<file path="src/common/dmd_pkg.sv">
// package for the data memory address decoder
package dmd_pkg;

  // ----------------------------------------------------------------------
  // internal data space
  // ----------------------------------------------------------------------
  localparam logic [7:0] DMD_BANK_TOP = 8'h1F;
  localparam logic [7:0] DMD_BITAREA_BASE = 8'h20;
  localparam logic [7:0] DMD_BITAREA_TOP = 8'h2F;
  localparam logic [7:0] DMD_BIT_BYTE_BASE = 8'h20;

  // ----------------------------------------------------------------------
  // external data space
  // ----------------------------------------------------------------------
  localparam int DMD_XRAM_AW = 12;
  localparam logic [15:0] DMD_XRAM_SIZE = 16'h1000;

  // ----------------------------------------------------------------------
  // program flash space
  // ----------------------------------------------------------------------
  localparam logic [16:0] DMD_FLASH_TOP = 17'h0_FFFF;
  localparam logic [16:0] DMD_RSVD_BASE = 17'h0_FE00;
  localparam logic [16:0] DMD_SCRATCH_BASE = 17'h1_0000;
  localparam logic [16:0] DMD_SCRATCH_TOP = 17'h1_007F;
  localparam int DMD_SECTOR_SHIFT = 9;

  // ----------------------------------------------------------------------
  // types
  // ----------------------------------------------------------------------
  typedef enum logic [1:0] {
    DMD_MAP_ONCHIP,
    DMD_MAP_OFFCHIP,
    DMD_MAP_SPLIT,
    DMD_MAP_SPLIT_ALT
  } dmd_xmap_t;

  typedef enum logic [1:0] {
    DMD_TGT_LOW_RAM,
    DMD_TGT_HIGH_RAM,
    DMD_TGT_SPECIAL
  } dmd_itgt_t;

  typedef struct packed {
    logic valid;
    logic indirect;
    logic bit_mode;
    logic [7:0] addr;
  } dmd_iacc_t;

  typedef struct packed {
    logic valid;
    logic we;
    logic [15:0] addr;
    logic [7:0] wdata;
  } dmd_xacc_t;

  typedef struct packed {
    logic valid;
    logic [16:0] addr;
  } dmd_pacc_t;

endpackage

</file>
<file path="src/dmd_decode.sv">
// data and program memory address decoder
//
// Behaviour
// [RULE_01] low 128 bytes: direct and indirect
// [RULE_02] indirect upper half selects upper RAM
// [RULE_03] direct upper half selects special space
// [RULE_04] first 32 bytes: four register banks
// [RULE_05] next 16 bytes byte or bit addressable
// [RULE_06] on-chip 4k block repeats every 4k
// [RULE_07] external map: onchip, offchip or split
// [RULE_08] external port muxed or separate lines
// [RULE_09] 64k flash erased in 512-byte sectors
// [RULE_10] software avoids reserved flash FE00-FFFF
// [RULE_11] extra 128-byte sector at 10000-1007F
// [RULE_12] onchip mode uses low twelve address bits
`timescale 1ns/100ps
module dmd_decode (
  // clock and reset
  input wire logic clk_sys_i,
  input wire logic reset_n_i,
  // configuration
  input wire dmd_pkg::dmd_xmap_t xmap_i,
  input wire logic muxed_i,
  input wire logic [1:0] bank_sel_i,
  // internal data access
  input wire dmd_pkg::dmd_iacc_t iacc_i,
  // external data access
  input wire dmd_pkg::dmd_xacc_t xacc_i,
  // program access
  input wire dmd_pkg::dmd_pacc_t pacc_i,
  // internal data decode
  output logic iram_sel_o,
  output logic [7:0] iram_addr_o,
  output logic [2:0] iram_bit_o,
  output logic special_sel_o,
  output logic [6:0] special_addr_o,
  output dmd_pkg::dmd_itgt_t itgt_o,
  // on-chip xram
  output logic xram_sel_o,
  output logic xram_we_o,
  output logic [11:0] xram_addr_o,
  output logic [7:0] xram_wdata_o,
  // external_memory_port pins
  output logic [7:0] ext_ad_o,
  output logic ext_ad_oe_o,
  output logic [7:0] ext_addr_hi_o,
  output logic [7:0] ext_addr_lo_o,
  output logic [7:0] ext_data_o,
  output logic ext_data_oe_o,
  output logic ext_ale_o,
  output logic ext_wr_n_o,
  output logic ext_rd_n_o,
  // flash decode
  output logic flash_sel_o,
  output logic [15:0] flash_addr_o,
  output logic [6:0] flash_sector_o,
  output logic flash_rsvd_o,
  output logic scratch_sel_o,
  output logic [6:0] scratch_addr_o
);
  import dmd_pkg::*;

  // ----------------------------------------------------------------------
  // helpers
  // ----------------------------------------------------------------------
  function automatic logic xram_hit(input dmd_xmap_t m,
                                    input logic [15:0] a);
    unique case (m)
      DMD_MAP_ONCHIP: xram_hit = 1'b1; // [RULE_07]
      DMD_MAP_OFFCHIP: xram_hit = 1'b0; // [RULE_07]
      default: xram_hit = (a < DMD_XRAM_SIZE); // [RULE_07]
    endcase
  endfunction

  // ----------------------------------------------------------------------
  // internal data space
  // ----------------------------------------------------------------------
  logic isel_d, isel_q, ssel_d, ssel_q;
  logic [7:0] iaddr_d, iaddr_q;
  logic [2:0] ibit_d, ibit_q;
  logic [6:0] saddr_d, saddr_q;
  dmd_itgt_t itgt_d, itgt_q;

  always_comb begin
    isel_d = 1'b0;
    ssel_d = 1'b0;
    iaddr_d = 8'h00;
    ibit_d = 3'h0;
    saddr_d = 7'h00;
    itgt_d = itgt_q;
    if (iacc_i.valid) begin
      if (iacc_i.bit_mode) begin
        // bit numbers below 0x80 land in the 16-byte bit area
        if (!iacc_i.addr[7]) begin // [RULE_05]
          isel_d = 1'b1;
          iaddr_d = DMD_BIT_BYTE_BASE + {4'h0, iacc_i.addr[6:3]};
          ibit_d = iacc_i.addr[2:0];
          itgt_d = DMD_TGT_LOW_RAM;
        end else begin
          ssel_d = 1'b1;
          saddr_d = {iacc_i.addr[6:3], 3'h0};
          ibit_d = iacc_i.addr[2:0];
          itgt_d = DMD_TGT_SPECIAL;
        end
      end else if (!iacc_i.addr[7]) begin // [RULE_01]
        isel_d = 1'b1;
        itgt_d = DMD_TGT_LOW_RAM;
        // register-bank access lifts r0..r7 into the selected bank
        iaddr_d = iacc_i.addr;
        if (iacc_i.addr <= DMD_BANK_TOP) begin // [RULE_04]
          iaddr_d = {3'h0, bank_sel_i, iacc_i.addr[2:0]};
        end
      end else if (iacc_i.indirect) begin // [RULE_02]
        isel_d = 1'b1;
        iaddr_d = iacc_i.addr;
        itgt_d = DMD_TGT_HIGH_RAM;
      end else begin // [RULE_03]
        ssel_d = 1'b1;
        saddr_d = iacc_i.addr[6:0];
        itgt_d = DMD_TGT_SPECIAL;
      end
    end
  end

  always_ff @(posedge clk_sys_i or negedge reset_n_i) begin
    if (!reset_n_i) begin
      isel_q <= 1'b0;
      ssel_q <= 1'b0;
      iaddr_q <= 8'h00;
      ibit_q <= 3'h0;
      saddr_q <= 7'h00;
      itgt_q <= DMD_TGT_LOW_RAM;
    end else begin
      isel_q <= isel_d;
      ssel_q <= ssel_d;
      iaddr_q <= iaddr_d;
      ibit_q <= ibit_d;
      saddr_q <= saddr_d;
      itgt_q <= itgt_d;
    end
  end

  // ----------------------------------------------------------------------
  // external data space
  // ----------------------------------------------------------------------
  logic xsel_d, xsel_q, xwe_d, xwe_q, go_ext;
  logic [11:0] xaddr_d, xaddr_q;
  logic [7:0] xwd_d, xwd_q;

  assign go_ext = xacc_i.valid && !xram_hit(xmap_i, xacc_i.addr);

  always_comb begin
    xsel_d = 1'b0;
    xwe_d = 1'b0;
    xaddr_d = 12'h000;
    xwd_d = 8'h00;
    if (xacc_i.valid && xram_hit(xmap_i, xacc_i.addr)) begin
      xsel_d = 1'b1;
      xwe_d = xacc_i.we;
      // upper bits dropped, so the block aliases every 4k
      xaddr_d = xacc_i.addr[DMD_XRAM_AW-1:0]; // [RULE_06] [RULE_12]
      xwd_d = xacc_i.wdata;
    end
  end

  always_ff @(posedge clk_sys_i or negedge reset_n_i) begin
    if (!reset_n_i) begin
      xsel_q <= 1'b0;
      xwe_q <= 1'b0;
      xaddr_q <= 12'h000;
      xwd_q <= 8'h00;
    end else begin
      xsel_q <= xsel_d;
      xwe_q <= xwe_d;
      xaddr_q <= xaddr_d;
      xwd_q <= xwd_d;
    end
  end

  dmd_xport u_xport (
    .clk_sys_i(clk_sys_i),
    .reset_n_i(reset_n_i),
    .go_i(go_ext),
    .muxed_i(muxed_i),
    .we_i(xacc_i.we),
    .addr_i(xacc_i.addr),
    .wdata_i(xacc_i.wdata),
    .ad_o(ext_ad_o),
    .ad_oe_o(ext_ad_oe_o),
    .addr_hi_o(ext_addr_hi_o),
    .addr_lo_o(ext_addr_lo_o),
    .data_o(ext_data_o),
    .data_oe_o(ext_data_oe_o),
    .ale_o(ext_ale_o),
    .wr_n_o(ext_wr_n_o),
    .rd_n_o(ext_rd_n_o)
  );

  // ----------------------------------------------------------------------
  // program flash space
  // ----------------------------------------------------------------------
  logic fsel_d, fsel_q, rsvd_d, rsvd_q, ssc_d, ssc_q;
  logic [15:0] faddr_d, faddr_q;
  logic [6:0] fsec_d, fsec_q, scaddr_d, scaddr_q;

  always_comb begin
    fsel_d = 1'b0;
    rsvd_d = 1'b0;
    ssc_d = 1'b0;
    faddr_d = 16'h0000;
    fsec_d = 7'h00;
    scaddr_d = 7'h00;
    if (pacc_i.valid) begin
      if (pacc_i.addr <= DMD_FLASH_TOP) begin
        fsel_d = 1'b1;
        faddr_d = pacc_i.addr[15:0];
        fsec_d = pacc_i.addr[15:DMD_SECTOR_SHIFT]; // [RULE_09]
        // flagged only; the core's firmware is expected to stay out
        rsvd_d = (pacc_i.addr >= DMD_RSVD_BASE); // [RULE_10]
      end else if (pacc_i.addr >= DMD_SCRATCH_BASE &&
                   pacc_i.addr <= DMD_SCRATCH_TOP) begin // [RULE_11]
        ssc_d = 1'b1;
        scaddr_d = pacc_i.addr[6:0];
      end
    end
  end

  always_ff @(posedge clk_sys_i or negedge reset_n_i) begin
    if (!reset_n_i) begin
      fsel_q <= 1'b0;
      rsvd_q <= 1'b0;
      ssc_q <= 1'b0;
      faddr_q <= 16'h0000;
      fsec_q <= 7'h00;
      scaddr_q <= 7'h00;
    end else begin
      fsel_q <= fsel_d;
      rsvd_q <= rsvd_d;
      ssc_q <= ssc_d;
      faddr_q <= faddr_d;
      fsec_q <= fsec_d;
      scaddr_q <= scaddr_d;
    end
  end

  // ----------------------------------------------------------------------
  // registered outputs
  // ----------------------------------------------------------------------
  assign iram_sel_o = isel_q;
  assign iram_addr_o = iaddr_q;
  assign iram_bit_o = ibit_q;
  assign special_sel_o = ssel_q;
  assign special_addr_o = saddr_q;
  assign itgt_o = itgt_q;
  assign xram_sel_o = xsel_q;
  assign xram_we_o = xwe_q;
  assign xram_addr_o = xaddr_q;
  assign xram_wdata_o = xwd_q;
  assign flash_sel_o = fsel_q;
  assign flash_addr_o = faddr_q;
  assign flash_sector_o = fsec_q;
  assign flash_rsvd_o = rsvd_q;
  assign scratch_sel_o = ssc_q;
  assign scratch_addr_o = scaddr_q;
endmodule

</file>
<file path="src/dmd_xport.sv">
// external memory port address and data line driver
`timescale 1ns/100ps
module dmd_xport (
  // clock and reset
  input wire logic clk_sys_i,
  input wire logic reset_n_i,
  // access
  input wire logic go_i,
  input wire logic muxed_i,
  input wire logic we_i,
  input wire logic [15:0] addr_i,
  input wire logic [7:0] wdata_i,
  // pins
  output logic [7:0] ad_o,
  output logic ad_oe_o,
  output logic [7:0] addr_hi_o,
  output logic [7:0] addr_lo_o,
  output logic [7:0] data_o,
  output logic data_oe_o,
  output logic ale_o,
  output logic wr_n_o,
  output logic rd_n_o
);
  import dmd_pkg::*;

  logic [7:0] ad_d, ad_q, hi_d, hi_q, lo_d, lo_q, dat_d, dat_q;
  logic adoe_d, adoe_q, doe_d, doe_q, ale_d, ale_q;
  logic wrn_d, wrn_q, rdn_d, rdn_q;

  // multiplexed mode puts the low address and data on one byte lane,
  // so the lane carries the address when ale is high and data otherwise
  always_comb begin
    ad_d = 8'h00;
    adoe_d = 1'b0;
    hi_d = hi_q;
    lo_d = 8'h00;
    dat_d = 8'h00;
    doe_d = 1'b0;
    ale_d = 1'b0;
    wrn_d = 1'b1;
    rdn_d = 1'b1;
    if (go_i) begin
      hi_d = addr_i[15:8];
      wrn_d = ~we_i;
      rdn_d = we_i;
      if (muxed_i) begin // [RULE_08]
        ad_d = we_i ? wdata_i : addr_i[7:0];
        adoe_d = 1'b1;
        ale_d = ~we_i;
      end else begin // [RULE_08]
        lo_d = addr_i[7:0];
        dat_d = wdata_i;
        doe_d = we_i;
      end
    end
  end

  always_ff @(posedge clk_sys_i or negedge reset_n_i) begin
    if (!reset_n_i) begin
      ad_q <= 8'h00;
      adoe_q <= 1'b0;
      hi_q <= 8'h00;
      lo_q <= 8'h00;
      dat_q <= 8'h00;
      doe_q <= 1'b0;
      ale_q <= 1'b0;
      wrn_q <= 1'b1;
      rdn_q <= 1'b1;
    end else begin
      ad_q <= ad_d;
      adoe_q <= adoe_d;
      hi_q <= hi_d;
      lo_q <= lo_d;
      dat_q <= dat_d;
      doe_q <= doe_d;
      ale_q <= ale_d;
      wrn_q <= wrn_d;
      rdn_q <= rdn_d;
    end
  end

  assign ad_o = ad_q;
  assign ad_oe_o = adoe_q;
  assign addr_hi_o = hi_q;
  assign addr_lo_o = lo_q;
  assign data_o = dat_q;
  assign data_oe_o = doe_q;
  assign ale_o = ale_q;
  assign wr_n_o = wrn_q;
  assign rd_n_o = rdn_q;
endmodule

</file>
<file path="config.mk">
export PLATFORM = sky130hd
export DESIGN_NAME = dmd_decode
export DESIGN_NICKNAME = d
export VERILOG_FILES = /design/src/common/dmd_pkg.sv /design/src/dmd_decode.sv /design/src/dmd_xport.sv
export SDC_FILE = /design/constraint.sdc
export NUM_CORES = 1
export LEC_CHECK = 0
export BUFFER_PORTS_ARGS = -buffer_cell sky130_fd_sc_hd__clkbuf_2
export CELL_PAD_IN_SITES_DETAIL_PLACEMENT = 1
export CELL_PAD_IN_SITES_GLOBAL_PLACEMENT = 1
export CORE_MARGIN = 1
export CORE_UTILIZATION = 36
export DETAILED_ROUTE_END_ITERATION = 10
export HOLD_SLACK_MARGIN = 0.12
export PLACE_DENSITY_LB_ADDON = 0.05
export SLEW_MARGIN = 0
export SYNTH_ARGS = -nofsm -noshare
export SYNTH_HDL_FRONTEND = slang
export SYNTH_HIERARCHICAL = 1
export SYNTH_SLANG_ARGS = --single-unit
</file>
<file path="constraint.sdc">
create_clock -name clk_sys_i -period 0.8 [get_ports clk_sys_i]
set_input_delay 0 -clock clk_sys_i [delete_from_list [all_inputs] [get_ports clk_sys_i]]
set_output_delay 0 -clock clk_sys_i [all_outputs]
set_load 0.01 [all_outputs]
</file>
==> run summary <==
The clock transition at the registers of the reported paths is 0.11 ns, and the layout overhead on the synthesized area is 54.4%. Classification of the worst setup path: in2reg. The floorplan step set the die width to 105 microns.

The worst setup margin was -0.254 ns. Setup violations remaining at the end of the flow were counted as 193. Mean post-synth cell area: 14.0 sq um. CTS built an H-tree with a depth of 3. The number of fill cells came out at 1120.

The number of nets with antenna violations after detailed routing is 0, and the worst-case setup slack after placement is -0.749 ns. Clock skew on the completed layout was measured at 0 ns. Counting along the longest clock path gives a buffer depth of 2. After detailed routing, the average wire length per cell comes to 15.7 microns. Of all nets on the critical path, the largest fanout is 8. The run gives 37.0% as the initial cell density of the core. For the via count, the log shows 2985. Dividing total power by cell area gives a power density of 1760 nW/um^2. The number of antenna violations at the first check in global routing is 0, and the utilization after layout is 57.2%.

Of the cells placed in the final design, the portion with a size suffix greater than 1 is 46.8%. In the layout the commonest cells are 159 x sky130_fd_sc_hd__clkbuf_2, 105 x sky130_fd_sc_hd__dfrtp_1, 55 x sky130_fd_sc_hd__dlygate4sd3_1. The internal portion of the total power is 7650 uW. Of the total power, the share spent switching nets is 26.4%. The run gives 6960 microns as the detailed-placement wirelength estimate. The logs give 107 for the number of sinks driven by the clock tree and 0.00328 uW for the static leakage. For the worst hold slack, the log shows -0.114 ns.

The most numerous cell type found on the critical path is sky130_fd_sc_hd__nor2b_4. Combinational logic burns 15.1% of the power. The clock reaches the later pin of the worst-skew pair after 0.35 ns. After global routing the overflow that remains totals 0. Before antenna repair, the detailed router went through 4 iterations.

The data required time of the worst path is 1.05 ns, and the data arrival time of the critical path is 1.31 ns. The tools report the total number of nets in the final design as 587. The final reports fail on hold timing, setup timing. Setup repair after global routing could not meet its margin everywhere. The number of buffer and inverter stages on the critical path came out at 1. The netlist uses 35 different library cells.

The die outline height was 105 microns. Traced cell by cell, the critical path runs through buf_6 -> or4_4 -> mux2i_4 -> nor2b_4 -> nor2b_4 -> and2_1. At the pin with the least slew margin, the transition time is 0.382 ns. The total nets after synthesis was 335.

STA classifies the critical path startpoint as an input pin. The final wirelength is 10400 microns. The worst path needs 1.05 ns of the cycle, external delays included. In this run, synthesis produced a sequential element count of 107. The maximum vdd drop was 0.000771 V. Setup slack on the worst reg-to-reg path comes out at 0.03 ns. In this run the most critical hold path is launched from pacc_i[10].

Global routing used 19.2% of the available tracks. The tools report the share of total power in the clock network as 29.7%. The number of buffer cells added on primary ports was 175; the net switching component of the power was 2740 uW.

The logs give 0 for the number of pins exceeding their max-slew limit in the final report and 16200 microns for the wire length of the first global-routing pass. The number of cell instances on the worst register-to-register path is 1, and the headroom to the max-slew limit is 74.5%. Entering global routing, the biggest net connects 40 pins.

The tools report the top-level port count as 176. Using the TritonRoute via totals, the vias-per-cell ratio works out to 4.48. The DRC violations left came out at 0.

Static timing analysis puts the maximum clock frequency at 0.949 GHz. The max-capacitance violation count came out at 0. The number of global-route vias before repair was 3238; the total power consumption of the routed design was 10400 uW. The detailed router's first-iteration violation count was 57; the number of stages on the worst hold path was 2. Broken down by cell family, the worst path's largest delay share belongs to simple AND/OR/NAND/NOR gates.

The number of core rows was 37; the sequential-to-total area share from yosys stat was 70.1%. The number of buffers inserted during clock tree synthesis is 9. The repair_antennas step left the layout with diodes totalling 0. The run finished, with violations left. The tools report the cell at the root of the clock tree as sky130_fd_sc_hd__clkbuf_8. The worst register-to-register path begins at u_xport/addr_hi_o[5]. The number of hold violations in the final report came out at 4. For hold timing, the worst endpoint is flash_sector_o[1]. The total of warnings raised by yosys is 6, and the largest incremental delay on the critical path is 0.54 ns.

The library cell used most frequently in the layout, excluding fill and tap cells, is sky130_fd_sc_hd__clkbuf_2. The die covers 11000 sq um. The core region is 10300 sq um.

In this run the critical register-to-register path is captured at u_xport/addr_hi_o[5]. The cell with the largest stage delay on the worst path was sky130_fd_sc_hd__or4_4. In the finished design, the share of the clock period the worst path needs comes to 132%.

The sequential group share of total power is 55.2%. At the end of routability-driven placement, the weighted congestion stood at 0.742. The tools report the endpoint class of the critical path as a register.

Class of the most critical hold timing path: in2reg. Summing every instance area after synthesis gives 3820 sq um. Counting every instance in the synthesized netlist gives 273.

TritonCTS built the clock tree.
through the flow:
step	setup TNS (ns)	cell area (sq um)	std cells	hold slack, ns
finish	-21.41	5900	666	-0.114
global route	-28.43	5900	666	-0.132
CTS	-24.50	5750	663	-0.133
detailed placement	-38.34	4980	590	0.0129
global placement	-34.51	4980	590	0.0160
floorplan	-23.41	3830	273	-0.296
layer usage:
metal  global-route usage, %  share of wire [%]
met4                    6.24                1.3
met2                    34.6                 52
met5                       0                  0
met3                    4.74                5.9
met1                    22.1                 41
sequential cells by signal (all words and copies together), names as in the netlist, 2 cells and up:
signal,flops
scratch_addr_o,7
flash_sector_o,6
u_xport/addr_hi_o,8
u_xport/addr_lo_o,8
iram_bit_o,3
xram_addr_o,12
xram_wdata_o,8
u_xport/ad_o,8
u_xport/data_o,8
itgt_o,2
flash_addr_o,10
iram_addr_o,8
special_addr_o,7
logic make-up after synthesis:
kind of cell    share of synthesized area [%]
mux                                      5.83
flops                                    70.1
simple gates                             18.2
compound gates                           2.06
buf+inv                                  3.73
synthesized netlist by cell type:
master | count | area (sq um)
sky130_fd_sc_hd__mux2_2 | 8 | 90.1
sky130_fd_sc_hd__nand2b_1 | 3 | 18.8
sky130_fd_sc_hd__buf_1 | 1 | 3.75
sky130_fd_sc_hd__o2bb2ai_1 | 3 | 26.3
sky130_fd_sc_hd__nand2_2 | 1 | 6.26
sky130_fd_sc_hd__nor2b_1 | 5 | 31.3
sky130_fd_sc_hd__a21boi_0 | 1 | 7.51
sky130_fd_sc_hd__and4_1 | 2 | 17.5
sky130_fd_sc_hd__and2_1 | 48 | 300
sky130_fd_sc_hd__nand3_1 | 1 | 5.00
sky130_fd_sc_hd__o21a_1 | 1 | 7.51
sky130_fd_sc_hd__nand3b_1 | 1 | 7.51
sky130_fd_sc_hd__or4_4 | 1 | 11.3
sky130_fd_sc_hd__a2bb2oi_1 | 1 | 8.76
sky130_fd_sc_hd__a31oi_1 | 1 | 6.26
sky130_fd_sc_hd__or3b_2 | 1 | 8.76
sky130_fd_sc_hd__mux2i_4 | 1 | 22.5
sky130_fd_sc_hd__o211a_1 | 1 | 10.0
sky130_fd_sc_hd__nor3b_1 | 1 | 7.51
sky130_fd_sc_hd__clkbuf_1 | 6 | 22.5
sky130_fd_sc_hd__inv_1 | 3 | 11.3
sky130_fd_sc_hd__and3_2 | 2 | 15.0
sky130_fd_sc_hd__nor2_1 | 13 | 48.8
sky130_fd_sc_hd__nor4b_1 | 1 | 8.76
sky130_fd_sc_hd__buf_4 | 8 | 60.1
sky130_fd_sc_hd__o22ai_1 | 2 | 12.5
sky130_fd_sc_hd__buf_6 | 4 | 45.0
sky130_fd_sc_hd__nand2_1 | 3 | 11.3
sky130_fd_sc_hd__dfrtp_1 | 105 | 2630
sky130_fd_sc_hd__dfstp_2 | 2 | 52.6
sky130_fd_sc_hd__mux2i_1 | 11 | 110
sky130_fd_sc_hd__nor4_1 | 1 | 6.26
sky130_fd_sc_hd__nor3_1 | 2 | 10.0
sky130_fd_sc_hd__nor2b_4 | 1 | 13.8
sky130_fd_sc_hd__and3_1 | 27 | 169
worst max path at each step:
stage	end	startpoint	cells after the start
finish	u_xport/addr_lo_o[6]	xacc_i[22]	6
global route	u_xport/addr_lo_o[3]	xacc_i[22]	6
CTS	ext_wr_n_o	u_xport/wr_n_o	1
detailed placement	u_xport/data_o[0]	xmap_i[1]	5
global placement	u_xport/data_o[5]	xmap_i[1]	5
floorplan	u_xport/addr_hi_o[0]	xacc_i[23]	5
area by class of cell:
type	instances	area [sq um]	area share, %
Clock inverter	7	60.1	1.02
Tap cell	136	170	2.88
Clock buffer	9	124	2.10
Multi-Input combinational cell	147	1080	18.4
Sequential cell	107	2680	45.4
Timing Repair Buffer	257	1770	30.0
Inverter	3	11.3	0.191
power by group through the flow:
| stage | sequential, uW | clock [uW] | combinational [uW] |
|---|---|---|---|
| final | 5730 | 3080 | 1570 |
| after global routing | 5760 | 3410 | 1710 |
| after CTS | 5730 | 3190 | 1520 |
| after detailed placement | 5830 | 0 | 1280 |
| after global placement | 5830 | 0 | 1250 |
| after floorplan | 5950 | 0 | 398 |
timing repair:
| action | CTS | global route |
|---|---|---|
| setup buffers | 1 | 0 |
| resized for setup | 4 | 44 |
| endpoints found under the setup margin | 171 | 207 |
| endpoints found under the hold margin | 209 | 29 |
| gates cloned | 3 | 0 |
| pin swaps | 1 | 5 |
| hold buffers | 53 | 10 |
Note: power is estimated with default switching activity, not from simulation.
